==> src/fsq_regs.svh <==
// Opcodes, status field layout, reset values and timing counts
//
// Contract
// (RULE1) Bytes travel MSB first; sample on rising, drive on falling edges.
// (RULE2) Write-enable opcode sets the write enable latch.
// (RULE3) Host issues volatile write enable right before a status write.
// (RULE4) Volatile enable keeps the latch; next status write is volatile.
// (RULE5) Write-disable opcode clears the write enable latch.
// (RULE6) Latch clears at power-up and when writes or other operations end.
// (RULE7) Read-status opcodes shift out status one, two or three, MSB first.
// (RULE8) Status reads accepted anytime; repeat while chip select stays low.
// (RULE9) Busy-interrupt opcode drives busy onto output; no clocks needed.
// (RULE10) In busy-interrupt mode output falls when busy clears and stays low. Code follows busy, so the output rises again if ext_busy_i returns.
// (RULE11) Chip select high ends busy-interrupt mode and releases the output.
// (RULE12) First status write: byte one to status one, byte two to two.
// (RULE13) Second and third status writes take one byte for status two, three.
// (RULE14) Only protect, block, complement, lock, quad, drive bits writable.
// (RULE15) Security lock bits are one-time programmable; set bits stay set.
// (RULE16) Status write needs a prior write enable or volatile write enable.
// (RULE17) Status write never changes suspend flags, latch or busy.
// (RULE18) Chip select must rise after exactly 8 or 16 data bits.
// (RULE19) Valid status write starts timed busy cycle; end clears busy, latch.
// (RULE20) No status write executes in hardware protected mode.
// (RULE21) Normal read: 24-bit address, then bytes with auto-increment.
// (RULE22) Normal read while busy is ignored and leaves the cycle alone.
// (RULE23) Normal read exists only in single-line serial mode.
// (RULE24) Fast read inserts eight dummy clocks after the address.
// (RULE25) Output released while chip select high or nothing returns data.
`ifndef FSQ_REGS_SVH
`define FSQ_REGS_SVH

`define FSQ_OP_WRITE_ENABLE 8'h06
`define FSQ_OP_VOL_WRITE_ENABLE 8'h50
`define FSQ_OP_WRITE_DISABLE 8'h04
`define FSQ_OP_READ_SR1 8'h05
`define FSQ_OP_READ_SR2 8'h35
`define FSQ_OP_READ_SR3 8'h15
`define FSQ_OP_BUSY_INT 8'h25
`define FSQ_OP_WRITE_SR1 8'h01
`define FSQ_OP_WRITE_SR2 8'h31
`define FSQ_OP_WRITE_SR3 8'h11
`define FSQ_OP_READ 8'h03
`define FSQ_OP_FAST_READ 8'h0B

`define FSQ_SR1_WMASK 8'hFC
`define FSQ_SR2_WMASK 8'h7B
`define FSQ_SR3_WMASK 8'h60
`define FSQ_SR2_LOCK_MASK 8'h38
`define FSQ_SR1_PROT_BIT 7
`define FSQ_SR2_PROT_BIT 0
`define FSQ_SR2_PSUS_BIT 2
`define FSQ_SR2_ESUS_BIT 7
`define FSQ_SR1_RESET 8'h00
`define FSQ_SR2_RESET 8'h00
`define FSQ_SR3_RESET 8'h00

`define FSQ_ADDR_BITS 24
`define FSQ_DUMMY_BITS 8
`define FSQ_CORE_CLK_MHZ 10
`define FSQ_SW_CYCLE_US 5
`define FSQ_SW_CYCLES (`FSQ_SW_CYCLE_US * `FSQ_CORE_CLK_MHZ)

`endif

==> src/fsq_pkg.sv <==
// Types shared by the flash status/read sequencer
package fsq_pkg;
  typedef enum logic [3:0] {
    st_opcode, st_cmd, st_addr, st_dummy, st_read,
    st_stat, st_bint, st_status_write_cmd, st_ign
  } fsq_state_type;
endpackage

==> src/fsq_buf_if.sv <==
// Byte stream carrier between the sequencer and its read buffer
`timescale 1ns/1ps
interface fsq_buf_if;
  logic flush;
  logic in_valid;
  logic in_ready;
  logic [7:0] in_data;
  logic out_valid;
  logic out_ready;
  logic [7:0] out_data;
  modport store (input flush, in_valid, in_data, out_ready,
                 output in_ready, out_valid, out_data);
  modport user (output flush, in_valid, in_data, out_ready,
                input in_ready, out_valid, out_data);
endinterface

==> src/fsq_buf.sv <==
// Two-entry read data buffer with valid/ready on both sides
`timescale 1ns/1ps
module fsq_buf (
  // Clock and reset
  input wire logic core_clk_i,
  input wire logic rst_b_i,
  // Stream
  fsq_buf_if.store bp
);
  localparam int DEPTH = 2;
  logic [7:0] mem_q [DEPTH];
  logic [7:0] mem_d [DEPTH];
  logic wptr_q, wptr_d, rptr_q, rptr_d;
  logic [1:0] cnt_q, cnt_d;
  logic push, pop;

  assign bp.in_ready = (cnt_q != 2'(DEPTH));
  assign bp.out_valid = (cnt_q != 2'h0);
  assign bp.out_data = mem_q[rptr_q];
  assign push = bp.in_valid && bp.in_ready;
  assign pop = bp.out_valid && bp.out_ready;

  always_comb begin
    mem_d = mem_q;
    wptr_d = wptr_q;
    rptr_d = rptr_q;
    cnt_d = cnt_q;
    if (bp.flush) begin
      wptr_d = 1'b0;
      rptr_d = 1'b0;
      cnt_d = 2'h0;
    end else begin
      if (push) begin
        mem_d[wptr_q] = bp.in_data;
        wptr_d = ~wptr_q;
      end
      if (pop) begin
        rptr_d = ~rptr_q;
      end
      cnt_d = cnt_q + {1'b0, push} - {1'b0, pop};
    end
  end

  always_ff @(posedge core_clk_i) begin
    if (!rst_b_i) begin
      wptr_q <= 1'b0;
      rptr_q <= 1'b0;
      cnt_q <= 2'h0;
      mem_q <= '{default: 8'h00};
    end else begin
      wptr_q <= wptr_d;
      rptr_q <= rptr_d;
      cnt_q <= cnt_d;
      mem_q <= mem_d;
    end
  end
endmodule

==> src/fsq_core.sv <==
// Serial flash command sequencer: status, busy interrupt and reads
`timescale 1ns/1ps
`include "fsq_regs.svh"
module fsq_core #(
  parameter int unsigned TW_CYCLES = `FSQ_SW_CYCLES
) (
  // Clock and reset
  input wire logic core_clk_i,
  input wire logic rst_b_i,
  // Serial pins
  input wire logic cs_b_i,
  input wire logic sclk_i,
  input wire logic si_i,
  input wire logic wp_b_i,
  output logic so_o,
  output logic so_oe_o,
  // Array read stream
  output logic mem_rd_o,
  output logic [23:0] mem_addr_o,
  input wire logic mem_valid_i,
  input wire logic [7:0] mem_data_i,
  output logic mem_ready_o,
  // Array operations outside this block
  input wire logic ext_busy_i,
  input wire logic ext_op_done_i,
  input wire logic erase_suspend_flag_i,
  input wire logic program_suspend_flag_i,
  // Status view
  output logic [23:0] status_o
);
  // Pin synchroniser: cs, sclk, si, wp; stage three only for edges
  logic [3:0] sync1_q, sync2_q;
  logic [1:0] sync3_q;
  logic cs_s, sclk_s, si_s, wp_s, sclk_rise, sclk_fall, cs_rise;

  always_ff @(posedge core_clk_i) begin
    if (!rst_b_i) begin
      sync1_q <= 4'hF;
      sync2_q <= 4'hF;
      sync3_q <= 2'h3;
    end else begin
      sync1_q <= {wp_b_i, si_i, sclk_i, cs_b_i};
      sync2_q <= sync1_q;
      sync3_q <= sync2_q[1:0];
    end
  end
  assign cs_s = sync2_q[0];
  assign sclk_s = sync2_q[1];
  assign si_s = sync2_q[2];
  assign wp_s = sync2_q[3];
  assign cs_rise = cs_s && !sync3_q[0];
  assign sclk_rise = !cs_s && sclk_s && !sync3_q[1];
  assign sclk_fall = !cs_s && !sclk_s && sync3_q[1];

  fsq_buf_if bif ();
  fsq_buf u_buf (
    .core_clk_i(core_clk_i),
    .rst_b_i(rst_b_i),
    .bp(bif)
  );

  fsq_pkg::fsq_state_type state_q, state_d;
  logic [7:0] shift_q, shift_d, op_q, op_d, tx_q, tx_d;
  logic [4:0] bitcnt_q, bitcnt_d;
  logic [2:0] txcnt_q, txcnt_d;
  logic [23:0] addr_q, addr_d, pend_q, pend_d;
  logic [7:0] sr1_q, sr1_d, sr2_q, sr2_d, sr3_q, sr3_d;
  logic [15:0] twcnt_q, twcnt_d;
  logic so_q, so_d, oe_q, oe_d, wel_q, wel_d, vwe_q, vwe_d;
  logic busy_q, busy_d, pop, flush;
  logic write_in_progress, hw_prot, status_write_cmd_ok;
  logic [7:0] opfull, view1, view2, view3, vsel, byte_out;
  logic [7:0] b1, b2, b3;

  assign write_in_progress = busy_q || ext_busy_i;
  assign view1 = {sr1_q[7:2], wel_q, write_in_progress};
  always_comb begin
    view2 = sr2_q;
    view2[`FSQ_SR2_PSUS_BIT] = program_suspend_flag_i;
    view2[`FSQ_SR2_ESUS_BIT] = erase_suspend_flag_i;
  end
  assign view3 = sr3_q;
  assign status_o = {view3, view2, view1};
  assign opfull = {shift_q[6:0], si_s}; // RULE1
  assign vsel = (op_q == `FSQ_OP_READ_SR2) ? view2 :
                (op_q == `FSQ_OP_READ_SR3) ? view3 : view1; // RULE7
  // Power-supply lock, or pin lock with the pin held low
  assign hw_prot = (sr2_q[`FSQ_SR2_PROT_BIT] && !sr1_q[`FSQ_SR1_PROT_BIT]) ||
                   (sr1_q[`FSQ_SR1_PROT_BIT] && !sr2_q[`FSQ_SR2_PROT_BIT]
                    && !wp_s); // RULE20
  // Exact 8 or 16 bit boundary and an enable beforehand
  assign status_write_cmd_ok = cs_rise && state_q == fsq_pkg::st_status_write_cmd &&
                   (bitcnt_q == 5'd8 ||
                    (op_q == `FSQ_OP_WRITE_SR1 && bitcnt_q == 5'd16)) &&
                   (wel_q || vwe_q) && !hw_prot && !write_in_progress; // RULE16 RULE18

  // Data bytes mapped to targets; an unwritten target keeps its value
  always_comb begin
    b1 = sr1_q;
    b2 = sr2_q;
    b3 = sr3_q;
    if (op_q == `FSQ_OP_WRITE_SR1 && bitcnt_q == 5'd16) begin
      b1 = addr_q[15:8];
      b2 = addr_q[7:0];
    end else if (op_q == `FSQ_OP_WRITE_SR1) begin
      b1 = addr_q[7:0]; // RULE12
    end else if (op_q == `FSQ_OP_WRITE_SR2) begin
      b2 = addr_q[7:0]; // RULE13
    end else begin
      b3 = addr_q[7:0];
    end
  end

  assign mem_rd_o = !cs_s && (state_q == fsq_pkg::st_dummy ||
                              state_q == fsq_pkg::st_read);
  assign mem_addr_o = addr_q;
  assign mem_ready_o = bif.in_ready && mem_rd_o;
  assign bif.in_valid = mem_valid_i && mem_rd_o;
  assign bif.in_data = mem_data_i;
  assign bif.out_ready = pop;
  assign bif.flush = flush;
  assign so_o = so_q;
  assign so_oe_o = oe_q;

  always_comb begin
    state_d = state_q;
    shift_d = shift_q;
    bitcnt_d = bitcnt_q;
    op_d = op_q;
    addr_d = addr_q;
    tx_d = tx_q;
    txcnt_d = txcnt_q;
    so_d = so_q;
    wel_d = wel_q;
    vwe_d = vwe_q;
    sr1_d = sr1_q;
    sr2_d = sr2_q;
    sr3_d = sr3_q;
    pend_d = pend_q;
    busy_d = busy_q;
    twcnt_d = twcnt_q;
    pop = 1'b0;
    flush = 1'b0;
    byte_out = 8'hFF;
    if (ext_op_done_i) wel_d = 1'b0; // RULE6
    if (busy_q) begin
      if (twcnt_q == 16'h0000) begin
        busy_d = 1'b0;
        wel_d = 1'b0;
        {sr3_d, sr2_d, sr1_d} = pend_q; // RULE19
      end else begin
        twcnt_d = twcnt_q - 16'h0001;
      end
    end
    if (mem_rd_o && bif.in_valid && bif.in_ready) begin
      addr_d = addr_q + 24'h000001; // RULE21
    end
    if (cs_s) begin
      state_d = fsq_pkg::st_opcode; // RULE11 RULE25
      bitcnt_d = 5'd0;
      txcnt_d = 3'd0;
      so_d = 1'b0;
      if (cs_rise && state_q != fsq_pkg::st_opcode) begin
        vwe_d = 1'b0;
        if (state_q == fsq_pkg::st_cmd && !write_in_progress) begin
          if (op_q == `FSQ_OP_WRITE_ENABLE) wel_d = 1'b1; // RULE2
          if (op_q == `FSQ_OP_WRITE_DISABLE) wel_d = 1'b0; // RULE5
          if (op_q == `FSQ_OP_VOL_WRITE_ENABLE) vwe_d = 1'b1; // RULE4
        end
        if (status_write_cmd_ok) begin
          // Writable bits only; lock bits can only go up
          pend_d[7:0] = (sr1_q & ~`FSQ_SR1_WMASK) |
                        (b1 & `FSQ_SR1_WMASK); // RULE14 RULE17
          pend_d[15:8] = (sr2_q & ~`FSQ_SR2_WMASK) |
                         (b2 & `FSQ_SR2_WMASK) |
                         (sr2_q & `FSQ_SR2_LOCK_MASK); // RULE15
          pend_d[23:16] = (sr3_q & ~`FSQ_SR3_WMASK) |
                          (b3 & `FSQ_SR3_WMASK);
          if (vwe_q) begin
            {sr3_d, sr2_d, sr1_d} = pend_d; // RULE4
          end else begin
            busy_d = 1'b1; // RULE19
            twcnt_d = 16'(TW_CYCLES - 1);
          end
        end
      end
    end else if (sclk_rise) begin
      unique case (state_q)
        fsq_pkg::st_opcode: begin
          shift_d = opfull;
          bitcnt_d = bitcnt_q + 5'd1;
          if (bitcnt_q == 5'd7) begin
            op_d = opfull;
            bitcnt_d = 5'd0;
            // Only single-line opcodes are decoded here
            unique case (opfull)
              `FSQ_OP_WRITE_ENABLE, `FSQ_OP_WRITE_DISABLE,
              `FSQ_OP_VOL_WRITE_ENABLE:
                state_d = fsq_pkg::st_cmd;
              `FSQ_OP_READ_SR1, `FSQ_OP_READ_SR2, `FSQ_OP_READ_SR3:
                state_d = fsq_pkg::st_stat; // RULE8
              `FSQ_OP_BUSY_INT:
                state_d = fsq_pkg::st_bint; // RULE9
              `FSQ_OP_WRITE_SR1, `FSQ_OP_WRITE_SR2, `FSQ_OP_WRITE_SR3:
                state_d = write_in_progress ? fsq_pkg::st_ign : fsq_pkg::st_status_write_cmd;
              `FSQ_OP_READ, `FSQ_OP_FAST_READ: begin
                state_d = write_in_progress ? fsq_pkg::st_ign
                              : fsq_pkg::st_addr; // RULE22 RULE23
                flush = 1'b1;
              end
              default: state_d = fsq_pkg::st_ign;
            endcase
          end
        end
        fsq_pkg::st_addr: begin
          addr_d = {addr_q[22:0], si_s}; // RULE1
          bitcnt_d = bitcnt_q + 5'd1;
          if (bitcnt_q == 5'(`FSQ_ADDR_BITS - 1)) begin
            bitcnt_d = 5'd0;
            state_d = (op_q == `FSQ_OP_FAST_READ) ? fsq_pkg::st_dummy
                                                 : fsq_pkg::st_read; // RULE21
          end
        end
        fsq_pkg::st_dummy: begin
          bitcnt_d = bitcnt_q + 5'd1;
          if (bitcnt_q == 5'(`FSQ_DUMMY_BITS - 1)) begin
            state_d = fsq_pkg::st_read; // RULE24
          end
        end
        fsq_pkg::st_status_write_cmd: begin
          addr_d = {addr_q[22:0], si_s};
          if (bitcnt_q != 5'd31) bitcnt_d = bitcnt_q + 5'd1;
        end
        fsq_pkg::st_cmd, fsq_pkg::st_read, fsq_pkg::st_stat,
        fsq_pkg::st_bint, fsq_pkg::st_ign: begin
        end
        default: state_d = fsq_pkg::st_ign;
      endcase
    end else if (sclk_fall && (state_q == fsq_pkg::st_stat ||
                               state_q == fsq_pkg::st_read)) begin
      txcnt_d = txcnt_q + 3'd1;
      if (txcnt_q == 3'd0) begin
        if (state_q == fsq_pkg::st_stat) begin
          byte_out = vsel; // RULE8
        end else if (bif.out_valid) begin
          byte_out = bif.out_data;
          pop = 1'b1;
        end
        so_d = byte_out[7]; // RULE1 RULE7
        tx_d = {byte_out[6:0], 1'b0};
      end else begin
        so_d = tx_q[7];
        tx_d = {tx_q[6:0], 1'b0};
      end
    end
    // Tracks busy on the core clock, so no serial clock is needed
    if (!cs_s && state_q == fsq_pkg::st_bint) so_d = write_in_progress; // RULE9 RULE10
    oe_d = !cs_s && (state_d == fsq_pkg::st_stat ||
                     state_d == fsq_pkg::st_read ||
                     state_d == fsq_pkg::st_bint); // RULE25
  end

  always_ff @(posedge core_clk_i) begin
    if (!rst_b_i) begin
      state_q <= fsq_pkg::st_opcode;
      shift_q <= 8'h00;
      bitcnt_q <= 5'd0;
      op_q <= 8'h00;
      addr_q <= 24'h000000;
      tx_q <= 8'h00;
      txcnt_q <= 3'd0;
      so_q <= 1'b0;
      oe_q <= 1'b0;
      wel_q <= 1'b0; // RULE6
      vwe_q <= 1'b0;
      sr1_q <= `FSQ_SR1_RESET;
      sr2_q <= `FSQ_SR2_RESET;
      sr3_q <= `FSQ_SR3_RESET;
      pend_q <= 24'h000000;
      busy_q <= 1'b0;
      twcnt_q <= 16'h0000;
    end else begin
      state_q <= state_d;
      shift_q <= shift_d;
      bitcnt_q <= bitcnt_d;
      op_q <= op_d;
      addr_q <= addr_d;
      tx_q <= tx_d;
      txcnt_q <= txcnt_d;
      so_q <= so_d;
      oe_q <= oe_d;
      wel_q <= wel_d;
      vwe_q <= vwe_d;
      sr1_q <= sr1_d;
      sr2_q <= sr2_d;
      sr3_q <= sr3_d;
      pend_q <= pend_d;
      busy_q <= busy_d;
      twcnt_q <= twcnt_d;
    end
  end
endmodule

==> config.mk <==
export PLATFORM = sky130hd
export DESIGN_NAME = fsq_core
export DESIGN_NICKNAME = d
export VERILOG_FILES = /design/src/fsq_pkg.sv /design/src/fsq_buf_if.sv /design/src/fsq_buf.sv /design/src/fsq_core.sv
export VERILOG_INCLUDE_DIRS = /design/src /design/src/src
export SDC_FILE = /design/constraint.sdc
export NUM_CORES = 1
export LEC_CHECK = 0
export ABC_AREA = 1
export ABC_CLOCK_PERIOD_IN_PS = 2600
export BUFFER_PORTS_ARGS = -buffer_cell sky130_fd_sc_hd__buf_2
export CAP_MARGIN = 25
export CORE_ASPECT_RATIO = 1.1
export CORE_UTILIZATION = 52
export DETAILED_ROUTE_END_ITERATION = 16
export PLACE_DENSITY = 0.8
export SYNTH_ARGS = -nofsm -noshare
export SYNTH_HDL_FRONTEND = slang
export SYNTH_SLANG_ARGS = --single-unit
==> constraint.sdc <==
create_clock -name core_clk_i -period 2.6 [get_ports core_clk_i]
set_clock_uncertainty 0.2 [all_clocks]
set_input_delay 0.39 -clock core_clk_i [delete_from_list [all_inputs] [get_ports core_clk_i]]
set_output_delay 0.39 -clock core_clk_i [all_outputs]
set_load 0.1 [all_outputs]
### After elaboration in Yosys (flattened, before gate mapping)

Index checks and enable logic that the tools add are counted.

| storage, ports and cells | value |
|---|---|
| bits of input ports | 19 |
| bits in registers | 158 |
| output and inout bits | 52 |
| logic and storage cells | 246 |

| cells by class | value |
|---|---|
| $add $sub $neg | 6 |
| equal/unequal tests | 39 |
| $lt $le $gt $ge | 3 |
| muxes and demuxes | 93 |
| reduce and logical (&&, ||, !) cells | 68 |
| bitwise operators | 12 |

Operators with widths:

| cell | count |
|---|---|
| $mux 8 | 29 |
| $mux 16 | 6 |
| $mux 24 | 4 |
| $mux 7 | 6 |
| $eq 8x3->1 const B | 5 |
| $eq 8x6->1 const B | 5 |
| $mux 1 | 32 |
| $eq 4x3->1 const B | 7 |
| $mux 4 | 7 |
| $logic_and 1x1->1 | 27 |
| $add 24x1->24 const B | 1 |
| $eq 8x5->1 const B | 3 |
| $pmux 4 s5 | 1 |
| $pmux 5 s4 | 1 |
| $bwmux 16 | 1 |
| $eq 8x1->1 const B | 2 |
| $eq 8x4->1 const B | 2 |
| $eq 8x7->1 const B | 2 |
| $logic_not 16->1 | 1 |
| $or 8x7->8 | 2 |
| $pmux 4 s4 | 1 |
| $sub 16x1->16 const B | 1 |
| $mux 5 | 3 |
| $reduce_and 3->1 | 4 |
| other kinds (35) | 68 |

### Logic depth before layout (Yosys ltp)

| logic depth | value |
|---|---|
| word-level depth | 11 |
| depth in mapped cells | 16 |
| mapped depth without buffers | 14 |

### Cells and area by module

A second synthesis with hierarchy kept.

| second synthesis, totals | value |
|---|---|
| cells, all modules | 1,202 |
| area, all modules | 8,084.0 sq um |

Modules (own cells, without submodules):

| module | cells each | times used | area each (sq um) | seq. area each (sq um) |
|---|---|---|---|---|
| fsq_core | 1,044 | 1 | 7,040.5 | 2,582.5 |
| fsq_buf | 158 | 1 | 1,043.5 | 400.4 |

### Least setup slack after synthesis

No wires, ideal clock.

| path | value |
|---|---|
| kind | reg-to-reg |
| from | reg addr_q[0], in the netlist mem_addr_o[0] |
| to | reg addr_q[16], in the netlist mem_addr_o[16] |
| clock period less this slack | 2.521 ns |
| library setup time | 0.058 ns |
| stages on the path, launching flop included | 11 |
| setup slack | 0.079 ns |
| required time | 2.342 ns |
| arrival time | 2.263 ns |
| buffers on the path | 0 |
| cells stage by stage | dfxtp_1 > ha_1 > inv_1 > nor2_1 > nand2_1 > nor3b_1 > xor2_1 > nand2_1 > nand3_1 > nand3_1 > inv_1 |

| between the ends | value |
|---|---|
| word-level cells in the longest chain between the ends | 5 |

Ends and longest elaborated chain:

| element | line | RTL |
|---|---|---|
| start, declared | fsq_core.sv:66 | `logic [23:0] addr_q, addr_d, pend_q, pend_d;` |
| start signal, assigned | fsq_core.sv:287 | `addr_q <= addr_d;` |
| $add 24x1->24 (*) | fsq_core.sv:156 | `addr_d = addr_q + 24'h000001;` |
| $mux 24 (*) | fsq_core.sv:155 | `if (mem_rd_o && bif.in_valid && bif.in_ready) begin` |
| $mux 24 | fsq_core.sv:188 | `unique case (state_q)` |
| $mux 24 | fsq_core.sv:187 | `end else if (sclk_rise) begin` |
| $mux 24 (*) | fsq_core.sv:158 | `if (cs_s) begin` |

Mark *: on every way between the ends. The rest lies on a longest branch, timed or not.
A chain may end at the register's enable or synchronous reset.

### Final worst setup path

| path | value |
|---|---|
| from | reg state_q[1] |
| to | out mem_ready_o |

| between the ends | value |
|---|---|
| word-level cells in the longest chain between the ends | 4 |
| elaborated cells between the ends (all ways) | 5 |
| those cells by class | eq/ne: 2; reduce/logical: 3 |

Ends and longest elaborated chain:

| element | line | RTL |
|---|---|---|
| start, declared | fsq_core.sv:62 | `fsq_pkg::fsq_state_type state_q, state_d;` |
| start signal, assigned | fsq_core.sv:265 | `state_q <= fsq_pkg::st_opcode;` |
| start signal, assigned | fsq_core.sv:283 | `state_q <= state_d;` |
| $eq 4x2->1 or $eq 4x3->1 (tied branches) | fsq_core.sv:114, fsq_core.sv:115 |  |
| $logic_or 1x1->1 (*) | fsq_core.sv:114 | `assign mem_rd_o = !cs_s && (state_q == fsq_pkg::st_dummy \|\|` |
| $logic_and 1x1->1 (*) | fsq_core.sv:114 |  |
| $logic_and 1x1->1 (*) | fsq_core.sv:117 | `assign mem_ready_o = bif.in_ready && mem_rd_o;` |
| end, declared | fsq_core.sv:22 | `output logic mem_ready_o,` |

Marked as above.

==> impl_results.md <==
- Hold Path Class: in2reg
- Synth Register Bits: roughly 150
- H-tree depth: 4
- Global-route wire length before repair: ~35,000 µm
- Clock Power Share: 51.2%
- Ys Warns: 0
- N_diodes: 0
- CP Max Fanout: 9
- # nets final: 1,266
- WL/cell: 14.36 µm
- Final min period: about 2.4 ns
- Die area: 15,700 µm²
- Final setup viols: 0
- Startpoint types: flip-flop
- Headroom to the max-slew limit: about three fifths
- Syn Std Cell Area: 7903 µm²
- Root Buffer: clkbuf_16
- Max-slew violations: 0
- Max Clock Freq: roughly 420 MHz
- I/O pins: 71
- Netlist cell types: 41
- Worst path cell trace: nand2_1 -> inv_2 -> nand2_1 -> nand2_1 -> nand2_2 -> nor2_4 -> clkbuf_4
- Most used cell along the critical path: nand2_1
- Die H: ~130 µm
- Max_cap viols: 0
- Data required, critical path: 2.01 ns
- Clk sinks: 149
- Register area share after synthesis: around 38%
- Layout cell share with drive strength beyond 1: 13.35%
- Logic pwr share: 3.0%
- Syn Area/Cell: 6.801 µm²
- Largest cells by area after synthesis: dfxtp_1 38%, nand2_1 9.8%, nor2_1 7.5%
- Core Footprint: around 15,000 µm²
- RSZ-0062 raised after global routing: false
- DP Wirelength: ~15,000 µm
- Status: finished clean
- RD Place Congestion: 0.9639
- CP Capture Type: primary output
- Final WS setup: 0.1928 ns
- NetSw: 1.119 mW
- Share of the synthesized area in the top cell type: 37.75%
- Via Count: 7,770
- Clock Pin Slew Worst Setup and Hold Paths: 0.06 ns
- Num CTS Buffers: 17
- Bufs on Longest Clock Path: 2
- Post-synth top area cell: dfxtp_1
- Total track usage: 27.46%
- Fraction of registers with async set/reset: 0%
- Drt drc: 0
- Final wirelength: 20,720 µm
- P&R area growth vs syn: 15.69%
- Number of fill cells: 1,382
- Number of synthesized flops with an enable pin: 0
- Worst slack, placed: 0.2280 ns
- Sw frac: 22.37%
- Cell Pwr Density: 547.0 nW/µm²
- Site Rows: 46
- Final worst-path cycle share: between 90% and 100%
- Worst Path Class, Setup: reg2out
- Final ANT Viol Nets: 0
- DR pass1 iterations: 5
- IO buf count: 70
- Initial antenna violation count: 1
- Crit-path max cell delay: 0.47 ns
- Lkg Pwr: 4.174 nW
- DIE WIDTH: 119.5 µm
- Ys flop type: dfxtp_1
- TritonCTS clock tree: done
- Final hold slack: 0.01470 ns
- Cells after synthesis: about 1,200
- DR vias/cell: approximately 5.4
- Internal: 3.882 mW
- Total global routing overflow: 0
- Clock latency on the worst-skew pair: around 0.43 ns
- Worst Tran Pin Value: 0.6258 ns
- Initial core utilization: between 50 and 60%
- Total Neg Setup Slack: 0 ns
- Final hold violation count: 0
- Crit path DAT: 1.82 ns
- Syn nets: 1,190
- Vias in the first global route: 7,171
- Sequential power share: between 40% and 50%
- Maximum vdd drop: roughly 450 µV
- Initial DRC Count: about 540
- Largest net degree at the start of global routing: ~110
- CP max-delay cell: dfxtp_1
[logic make-up (layout without fill, tap and decap cells)]
| logic type | after synthesis | after routing | synth area share [%] |
|---|---|---|---|
| AOI/OAI and AO/OA | 262 | 262 | 18.40 |
| buffers and inverters | 204 | 293 | 10.64 |
| adders and majority gates | 9 | 9 | 1.425 |
| DFF | 149 | 149 | 37.75 |
| muxes | 2 | 2 | 0.2533 |
| and+or+nand+nor | 505 | 505 | 28.10 |
| xor gates and xnor gates | 31 | 31 | 3.436 |
[power groups by stage]
| stage | clock network (mW) | registers, mW | logic [mW] |
|---|---|---|---|
| 6_report | 2.56 | 2.30 | 0.148 |
| 5_1_grt | 2.71 | 2.29 | 0.161 |
| 3_3_place_gp | 0 | 2.35 | 0.134 |
| 3_5_place_dp | 0 | 2.35 | 0.136 |
| 2_1_floorplan | 0 | 2.35 | 0.0863 |
| 4_1_cts | 2.59 | 2.29 | 0.148 |
[final cells by class]
| type | instances | area [µm²] | area share, % |
|---|---|---|---|
| multi-input combinational | 809 | 4079 | 44.61 |
| sequential | 149 | 2983 | 32.63 |
| timing repair buffer | 101 | 625.6 | 6.843 |
| inverter | 160 | 600.6 | 6.569 |
| clock buffer | 18 | 439.2 | 4.804 |
| tap | 192 | 240.2 | 2.628 |
| clock inverter | 14 | 175.2 | 1.916 |
[critical path: cells and delay by family, from the launching register on]
kind | cells | cell delay (ns)
and+or+nand+nor | 5 | 0.47
DFF | 1 | 0.47
buffers and inverters | 2 | 0.43
[stage by stage]
step	utilization, %	instances	power [mW]	instance area, µm²
2_1_floorplan	-	1162	2.436	7903
3_3_place_gp	57.62	1401	2.480	8423
3_5_place_dp	57.62	1401	2.481	8423
4_1_cts	62.50	1443	5.036	9138
5_1_grt	62.54	1443	5.165	9143
6_report	62.54	1443	5.001	9143
[placed cells by master, fill, tap and decap left out, types with 10 or more instances in the layout]
cell,n
a21oi_1,80
buf_2,68
buf_4,20
clkbuf_16,17
dfxtp_1,149
dlygate4sd3_1,10
inv_1,151
nand2_1,207
nand3_1,73
nor2_1,158
nor3_1,21
o211ai_1,33
o21ai_0,112
o21ai_1,15
or2_2,10
xor2_1,26
[sequential cells by signal (all words and copies together) (netlist names), 2 cells and up]
register	count
bitcnt_q	5
mem_addr_o	24
op_q	8
pend_q	20
shift_q	7
sr1_q	6
sr2_q	6
sr3_q	8
state_q	4
sync1_q	4
sync2_q	4
sync3_q	2
twcnt_q	16
tx_q	7
txcnt_q	3
u_buf.cnt_q	2
u_buf.mem_q	16
[cell usage after synthesis, types with 2 or more instances]
| master | instances |
|---|---|
| buf_6 | 4 |
| o21bai_1 | 3 |
| nand2_2 | 5 |
| a21oi_1 | 80 |
| nand3_1 | 73 |
| nor3_1 | 21 |
| nor2_1 | 158 |
| o221ai_1 | 7 |
| inv_1 | 151 |
| ha_1 | 9 |
| clkbuf_1 | 20 |
| nor2_2 | 4 |
| dfxtp_1 | 149 |
| o21ai_0 | 113 |
| nor3_2 | 2 |
| nand2_1 | 207 |
| inv_2 | 9 |
| a211oi_1 | 3 |
| xnor2_1 | 5 |
| nor2_4 | 9 |
| nand4_1 | 9 |
| or2_2 | 10 |
| o22ai_1 | 2 |
| xor2_1 | 26 |
| buf_4 | 9 |
| o211ai_1 | 33 |
| o31ai_1 | 2 |
| buf_2 | 9 |
| o21ai_1 | 14 |
| buf_1 | 2 |
| a31oi_1 | 3 |
| mux2i_1 | 2 |
[final timing paths]
check,startpoint,end,cells past startpoint,slack (ns)
min reg2reg,sync1_q[2]$_SDFF_PN1_,sync2_q[2]$_SDFF_PN1_,1,0.21
min,mem_data_i[6],u_buf.mem_q[14]$_SDFFE_PN0P_,3,0.01
max reg2reg,state_q[2]$_SDFF_PN0_,u_buf.cnt_q[1]$_SDFF_PP0_,12,0.25
max,state_q[1]$_SDFF_PN0_,mem_ready_o,7,0.19
[per-layer routing]
layer	wire [µm]	vias up	share of wire (%)	global-route usage [%]
li1	-	3931	-	-
met1	9077	3556	44	34.70
met2	9817	234	47	44.80
met3	1212	47	5.8	5.642
met4	605	2	2.9	12.22
met5	11	-	0.053	0
[repair_timing]
| action | in CTS | in global routing |
|---|---|---|
| setup endpoints to repair | 0 | 3 |
| setup buffers | 0 | 0 |
| gates resized for setup | 0 | 3 |
| hold endpoints to repair | 11 | 0 |
| hold buffers | 10 | 0 |
Power figures use the tool's default switching activity.
